`src/fesp_regs.vh`:
```
`ifndef FESP_REGS_VH
`define FESP_REGS_VH
// word offsets (byte addresses)
`define FESP_PEC_OFF 4'h0
`define FESP_PES_OFF 4'h4
`define FESP_EAS_OFF 4'h8
`define FESP_FPC_OFF 4'hC
// access enable register sits in a separate decode slot
`define FESP_FRAE_OFF 5'h10
`define FESP_ADDR_W 5
// program_erase_control fields
`define FESP_PEC_SWE 6
`define FESP_PEC_ESU 5
`define FESP_PEC_PSU 4
`define FESP_PEC_EV 3
`define FESP_PEC_PV 2
`define FESP_PEC_E 1
`define FESP_PEC_P 0
// erase_area_select fields
`define FESP_EAS_W 5
`define FESP_EAS_LARGE 4
// power control and access enable bit
`define FESP_TOP_BIT 7
`define FESP_RST8 8'h00
`define FESP_RST5 5'h00
`define FESP_RST7 7'h00
`define FESP_RST32 32'h00000000
`define FESP_ADDR0 16'h0000
// erase regions: base and last address, 16-bit
`define FESP_LARGE_BASE 16'h1000
`define FESP_LARGE_END_BIG 16'h7FFF
`define FESP_LARGE_END_SMALL 16'h3FFF
`define FESP_B3_BASE 16'h0C00
`define FESP_B3_END 16'h0FFF
`define FESP_B2_BASE 16'h0800
`define FESP_B2_END 16'h0BFF
`define FESP_B1_BASE 16'h0400
`define FESP_B1_END 16'h07FF
`define FESP_B0_BASE 16'h0000
`define FESP_B0_END 16'h03FF
`endif

```
`src/fesp_flash_ctrl.v`:
```
// The register offsets and register access over Wishbone were chosen for this implementation.
`timescale 1ns/1ps
`include "fesp_regs.vh"

// What this block does
// erase select held zero while write disabled
// more than one select bit clears all
// reserved bits always read zero
// large variant: block4 erases 0x1000-0x7FFF
// small variant: block4 erases 0x1000-0x3FFF
// block3 erases 0x0C00-0x0FFF
// block2 erases 0x0800-0x0BFF
// block1 erases 0x0400-0x07FF
// block0 erases 0x0000-0x03FF
// disable zero: subactive enters flash power-down
// disable one: flash stays normal in subactive
// control registers reachable only when enabled
// write enable zero refuses other bit sets
// erase mode needs erase, setup, write enable
// disabled: gated reads zero, writes ignored
module fesp_flash_ctrl #(
	parameter LARGE_VARIANT = 1
) (
	input wire clk_i,
	input wire rst_i,
	input wire cyc_i,
	input wire stb_i,
	input wire we_i,
	input wire [`FESP_ADDR_W-1:0] adr_i,
	input wire [3:0] sel_i,
	input wire [31:0] dat_i,
	input wire subactive_i,
	input wire flash_error_i,
	output reg [31:0] dat_o,
	output reg ack_o,
	output reg erase_mode_o,
	output reg program_mode_o,
	output reg [15:0] erase_base_o,
	output reg [15:0] erase_end_o,
	output reg erase_area_valid_o,
	output reg power_down_o
);
	reg [6:0] pec_reg;
	reg [6:0] pec_next;
	reg [`FESP_EAS_W-1:0] eas_reg;
	reg [`FESP_EAS_W-1:0] eas_next;
	reg pdd_reg;
	reg frae_reg;
	reg [31:0] rdata;
	reg [15:0] base_next;
	reg [15:0] end_next;
	reg valid_next;
	wire req;
	wire wr;
	wire hit_pec;
	wire hit_pes;
	wire hit_eas;
	wire hit_fpc;
	wire hit_frae;
	wire gated;
	wire [4:0] cnt;
	wire swe_now;
	wire [4:0] cnt_part [0:`FESP_EAS_W];
	wire wr_pec;
	wire wr_eas;
	wire wr_fpc;
	wire wr_frae;
	wire [31:0] rb_pec;
	wire [31:0] rb_pes;
	wire [31:0] rb_eas;
	wire [31:0] rb_fpc;
	wire [31:0] rb_frae;
	reg ack_next;
	reg [31:0] dat_next;
	reg [`FESP_EAS_W-1:0] eas_store;
	reg pdd_next;
	reg frae_next;
	reg erase_mode_next;
	reg program_mode_next;
	reg power_down_next;
	genvar gi;

	assign req = cyc_i & stb_i & ~ack_o;
	assign wr = req & we_i & sel_i[0];
	assign hit_pec = (adr_i == {1'b0, `FESP_PEC_OFF});
	assign hit_pes = (adr_i == {1'b0, `FESP_PES_OFF});
	assign hit_eas = (adr_i == {1'b0, `FESP_EAS_OFF});
	assign hit_fpc = (adr_i == {1'b0, `FESP_FPC_OFF});
	assign hit_frae = (adr_i == `FESP_FRAE_OFF);
	assign gated = frae_reg;
	assign swe_now = pec_reg[`FESP_PEC_SWE];
	assign cnt_part[0] = 5'h00;
	// running count of set select bits
	generate
		for (gi = 0; gi < `FESP_EAS_W; gi = gi + 1) begin : g_cnt
			assign cnt_part[gi + 1] = cnt_part[gi] + {4'h0, eas_next[gi]};
		end
	endgenerate
	assign cnt = cnt_part[`FESP_EAS_W];

	// write strobes, all gated except wr_frae
	assign wr_pec = wr & hit_pec & gated;
	assign wr_eas = wr & hit_eas & gated & swe_now;
	assign wr_fpc = wr & hit_fpc & gated;
	assign wr_frae = wr & hit_frae;

	// readback words, reserved bits zero
	assign rb_pec = {25'h0, pec_reg};
	assign rb_pes = {24'h0, flash_error_i, 7'h0};
	assign rb_eas = {27'h0, eas_reg};
	assign rb_fpc = {24'h0, pdd_reg, 7'h0};
	assign rb_frae = {24'h0, frae_reg, 7'h0};

	// program/erase control next value
	always @* begin
		pec_next = pec_reg;
		if (wr_pec) begin
			pec_next[`FESP_PEC_SWE] = dat_i[`FESP_PEC_SWE];
			if (dat_i[`FESP_PEC_SWE] || swe_now) begin
				pec_next[5:0] = dat_i[5:0];
			end
			if (!dat_i[`FESP_PEC_SWE] && !swe_now) begin
				pec_next[5:0] = 6'h00;
			end
		end
		if (!pec_next[`FESP_PEC_SWE]) begin
			pec_next[5:0] = 6'h00;
		end
	end

	// erase select next value
	always @* begin
		eas_next = eas_reg;
		if (wr_eas) begin
			eas_next = dat_i[`FESP_EAS_W-1:0];
		end
		if (!pec_next[`FESP_PEC_SWE]) begin
			eas_next = `FESP_RST5;
		end
	end

	// erase region decode
	always @* begin
		base_next = 16'h0000;
		end_next = 16'h0000;
		valid_next = 1'b1;
		case (eas_reg)
			5'h10: begin
				base_next = `FESP_LARGE_BASE;
				if (LARGE_VARIANT != 0) begin
					end_next = `FESP_LARGE_END_BIG;
				end else begin
					end_next = `FESP_LARGE_END_SMALL;
				end
			end
			5'h08: begin
				base_next = `FESP_B3_BASE;
				end_next = `FESP_B3_END;
			end
			5'h04: begin
				base_next = `FESP_B2_BASE;
				end_next = `FESP_B2_END;
			end
			5'h02: begin
				base_next = `FESP_B1_BASE;
				end_next = `FESP_B1_END;
			end
			5'h01: begin
				base_next = `FESP_B0_BASE;
				end_next = `FESP_B0_END;
			end
			default: begin
				valid_next = 1'b0;
			end
		endcase
	end

	// read mux
	always @* begin
		rdata = 32'h00000000;
		if (hit_frae) begin
			rdata = rb_frae;
		end else if (!gated) begin
			rdata = 32'h00000000;
		end else if (hit_pec) begin
			rdata = rb_pec;
		end else if (hit_pes) begin
			rdata = rb_pes;
		end else if (hit_eas) begin
			rdata = rb_eas;
		end else if (hit_fpc) begin
			rdata = rb_fpc;
		end
	end

	// bus answer: one-cycle registered ack
	always @* begin
		ack_next = req;
	end

	// read data taken on the request edge, held until the next one
	always @* begin
		dat_next = dat_o;
		if (req) begin
			dat_next = rdata;
		end
	end

	// multi-bit select write collapses to zero
	always @* begin
		eas_store = eas_next;
		if (cnt > 5'h01) begin
			eas_store = `FESP_RST5;
		end
	end

	// power control register write
	always @* begin
		pdd_next = pdd_reg;
		if (wr_fpc) begin
			pdd_next = dat_i[`FESP_TOP_BIT];
		end
	end

	// access enable register write, never gated
	always @* begin
		frae_next = frae_reg;
		if (wr_frae) begin
			frae_next = dat_i[`FESP_TOP_BIT];
		end
	end

	// erase mode request
	always @* begin
		erase_mode_next = pec_reg[`FESP_PEC_E] & pec_reg[`FESP_PEC_ESU] & swe_now;
	end

	// program mode request
	always @* begin
		program_mode_next = pec_reg[`FESP_PEC_P] & pec_reg[`FESP_PEC_PSU] & swe_now;
	end

	// flash power-down in subactive mode
	always @* begin
		power_down_next = subactive_i & ~pdd_reg;
	end

	// acknowledge register
	always @(posedge clk_i) begin
		if (rst_i) begin
			ack_o <= 1'b0;
		end else begin
			ack_o <= ack_next;
		end
	end

	// read data register
	always @(posedge clk_i) begin
		if (rst_i) begin
			dat_o <= `FESP_RST32;
		end else begin
			dat_o <= dat_next;
		end
	end

	// control and select registers
	always @(posedge clk_i) begin
		if (rst_i) begin
			pec_reg <= `FESP_RST7;
			eas_reg <= `FESP_RST5;
		end else begin
			pec_reg <= pec_next;
			eas_reg <= eas_store;
		end
	end

	// power control and access enable registers
	always @(posedge clk_i) begin
		if (rst_i) begin
			pdd_reg <= 1'b0;
			frae_reg <= 1'b0;
		end else begin
			pdd_reg <= pdd_next;
			frae_reg <= frae_next;
		end
	end

	// mode and power outputs
	always @(posedge clk_i) begin
		if (rst_i) begin
			erase_mode_o <= 1'b0;
			program_mode_o <= 1'b0;
			power_down_o <= 1'b0;
		end else begin
			erase_mode_o <= erase_mode_next;
			program_mode_o <= program_mode_next;
			power_down_o <= power_down_next;
		end
	end

	// erase region outputs
	always @(posedge clk_i) begin
		if (rst_i) begin
			erase_base_o <= `FESP_ADDR0;
			erase_end_o <= `FESP_ADDR0;
			erase_area_valid_o <= 1'b0;
		end else begin
			erase_base_o <= base_next;
			erase_end_o <= end_next;
			erase_area_valid_o <= valid_next;
		end
	end
endmodule

```
`config.mk`:
```
export PLATFORM = sky130hd
export DESIGN_NAME = fesp_flash_ctrl
export DESIGN_NICKNAME = d
export VERILOG_FILES = /design/src/fesp_flash_ctrl.v
export VERILOG_INCLUDE_DIRS = /design/src
export SDC_FILE = /design/constraint.sdc
export NUM_CORES = 1
export LEC_CHECK = 0
export ABC_AREA = 1
export ABC_CLOCK_PERIOD_IN_PS = 6400
export BUFFER_PORTS_ARGS = -buffer_cell sky130_fd_sc_hd__buf_2
export CAP_MARGIN = 20
export CORE_MARGIN = 1
export CORE_UTILIZATION = 35
export CTS_CLUSTER_DIAMETER = 100
export DETAILED_ROUTE_END_ITERATION = 16
export MAX_ROUTING_LAYER = met4
export PLACE_DENSITY = 0.67
export SLEW_MARGIN = 40
export SYNTH_ARGS = -nofsm -noshare
export SYNTH_HDL_FRONTEND = slang
export SYNTH_SLANG_ARGS = --single-unit
```
`constraint.sdc`:
```
create_clock -name clk_i -period 6.4 [get_ports clk_i]
set_input_delay 0.96 -clock clk_i [delete_from_list [all_inputs] [get_ports clk_i]]
set_output_delay 0.96 -clock clk_i [all_outputs]
set_load 0.02 [all_outputs]
```
==> reports/results.txt <==
final-stage net count: 338
met1 routing resource usage after global routing: 0.159
antenna violations before repair: 0
kind of launch point of the worst setup path: primary input
most used routing layer: met2
mean number of vias per cell: 4.18
post-cts repair resize count: 0
xor/xnor cell area share of the yosys netlist: 0
final worst path period share: 0.458
clock insertion delay at the later pin of the skew report: 290 ps
sum of internal, switching and leakage power: 0.397 mW
Die Ht: 75.8 um
Root Driver: sky130_fd_sc_hd__clkbuf_8
maximum number of pins on one net before global-route repair: 18
drt first pass iters: 4
total inserted antenna cells: 0
sequential fraction of the synthesis area: 0.347
Simple-Gate Fraction of Synth Area: 0.259
met2 global-route usage: 0.201
final routed wire length divided by cell count: 9.42 um
# setup viols final: 0
clock slew at the register clock pins of the worst setup and hold paths: 70 ps
fraction of the mapped netlist area in adder cells: 0.0171
area of the die: 5740 um^2
average cell area after synthesis: 7.74 um^2
placed standard-cell area: 2000 um^2
worst min-delay path class: flip-flop to flip-flop
growth of design area from synthesis to finish: 9.13%
highest-count cells in the layout ignoring fill and taps: sky130_fd_sc_hd__buf_2, sky130_fd_sc_hd__conb_1, sky130_fd_sc_hd__nand2_1
Setup CP Type: primary input to flip-flop
Crit path largest cell delay: 540 ps
count of state elements after synthesis: 33
post-route cell area: 2080 um^2
critical path's most frequent cell: sky130_fd_sc_hd__nand2_2
routability congestion estimate: 0.806
cell chain of the critical path: buf_2 > nor2_2 > nand3_4 > nor2_4 > nand2_2 > nand2_4 > nand2_1 > fa_1 > inv_1 > ha_1 > nand3_2 > nand2_2 > nor2_1
instance count of the mapped netlist: 246
final number of max-transition violations: 0
worst ir drop on vdd: 67.5 uV
H-tree depth reported by CTS: 2
RSZ-0062 raised after global routing: false
Yosys Warn Count: 0
worst path required time: 6580 ps
post-layout utilization of the core: 0.402
number of flip-flops under the largest register name: 8
cell area after synthesis: 1900 um^2
PwrDens: 191 nW/um^2
mux cell area share after synthesis: 0
Post-CTS Setup Inserts: 0
count of endpoints failing hold in the final timing report: 0
number of unique standard cell types used by synthesis: 32
TritonCTS clock tree: yes
met3 track demand over resource: 0.0437
WL final: 3.38 mm
Setup Total Neg Slack: 0 ps
clock period minus final worst setup slack: 2930 ps
vias post-DR: 1,500
# fillers: 540
initial core utilization: 0.368
# clock sinks: 33
cell with the largest stage delay on the worst path: sky130_fd_sc_hd__fa_1
Core Region: 5170 um^2
clock tree buffer depth: 2
synthesized-area fraction occupied by ao, oa, aoi and oai cells: 0.113
quantity of hold-fixing buffers added after cts: 0
vias in the first global route: 1,238
total congestion overflow after global routing: 0
largest family of logic cells by synthesized area: buffers and inverters
fraction of final layout cells with drive strength greater than 1: 0.263
DRC viols: 0
global-route wire length before repair: 5.40 mm
number of violations reported at the end of detailed-routing iteration 0: 48
leakage power: 0.987 nW
Achievable Freq: 341 MHz
global-route usage over all layers: 0.130
Max Clock Skew: 6.57 ps
number of core rows: 26
number of input and output port buffers inserted: 51
Routed Antenna Nets: 0
data arrival time of the critical path: 3110 ps
I/O pins: 117
Max FO, Critical Path: 13
HPWL after detailed placement: 2.66 mm
count of maximum capacitance violations: 0
number of buffers inserted during clock tree synthesis: 5
most common cell after layout, fill and taps aside: sky130_fd_sc_hd__buf_2
critical path capture point type: flip-flop
Horiz. Die Dim: 75.8 um
outcome: finished clean
==> path summary, 6_finish.rpt <==
check                       start                       to  slack [ps]  cells after the start
min          pdd_reg$_SDFFE_PP0P_  power_down_o$_SDFF_PP0_         450                      1
max reg2reg      ack_o$_SDFF_PP0_    eas_reg[0]$_SDFF_PP0_        3990                     12
max                      adr_i[4]    eas_reg[0]$_SDFF_PP0_        3470                     13
min reg2reg  pdd_reg$_SDFFE_PP0P_  power_down_o$_SDFF_PP0_         450                      1
==> per-stage QoR <==
step	hold slack [ps]	setup slack, ps	cells
floorplan	406	3570	283
global placement	425	3190	351
detailed placement	434	3150	351
CTS	445	3450	359
global route	477	3270	359
finish	454	3470	359
==> power by group <==
group | total, mW | internal (mW) | switching [mW]
registers | 0.206 | 0.206 | 0.000300
logic | 0.0421 | 0.00778 | 0.0343
clock network | 0.149 | 0.0752 | 0.0733
==> layout make-up <==
class,instances,area [um^2],share of cell area
clock buffers,6,72.6,0.0349
flip-flops and latches,33,661,0.318
clock inverters,2,10.0,0.00482
inverters,29,109,0.0524
repair buffers,51,255,0.123
well taps,70,87.6,0.0421
multi-input cells,168,883,0.425
==> Yosys cell counts (all sizes together) <==
| library cell | n | share of area |
|---|---|---|
| buf | 51 | 0.20 |
| nand2 | 39 | 0.091 |
| dfxtp | 33 | 0.35 |
| nor2 | 30 | 0.085 |
| inv | 28 | 0.055 |
| o21ai | 18 | 0.049 |
| a21oi | 9 | 0.024 |
| nand3 | 9 | 0.046 |
| nand4 | 7 | 0.023 |
| o22ai | 5 | 0.016 |
| nor3 | 4 | 0.011 |
| a31oi | 2 | 0.0066 |
| clkbuf | 2 | 0.0039 |
| a31o | 1 | 0.0046 |
| a41oi | 1 | 0.0046 |
| clkinv | 1 | 0.0020 |
| conb | 1 | 0.0020 |
| fa | 1 | 0.011 |
| ha | 1 | 0.0066 |
| nor4 | 1 | 0.0033 |
| o21bai | 1 | 0.0039 |
| o31ai | 1 | 0.0039 |
==> per-layer routing <==
layer,vias to the layer above,wire [um]
li1,785,-
met1,651,1640
met2,58,1490
met3,6,209
met4,0,40
met5,-,0
==> kinds of logic after synthesis <==
| family | after synthesis |
|---|---|
| adder cells (fa/ha/maj) | 2 |
| flip-flops | 33 |
| buffers and inverters | 82 |
| AO/OA/AOI/OAI | 38 |
| AND/OR/NAND/NOR | 90 |
| other | 1 |
==> critical path, delay by kind of cell <==
family	cells	cell delay, ps
fa+ha+maj	2	840
simple gates	9	1140
buf+inv	2	170
No activity file was read; power rests on OpenSTA's default activity.
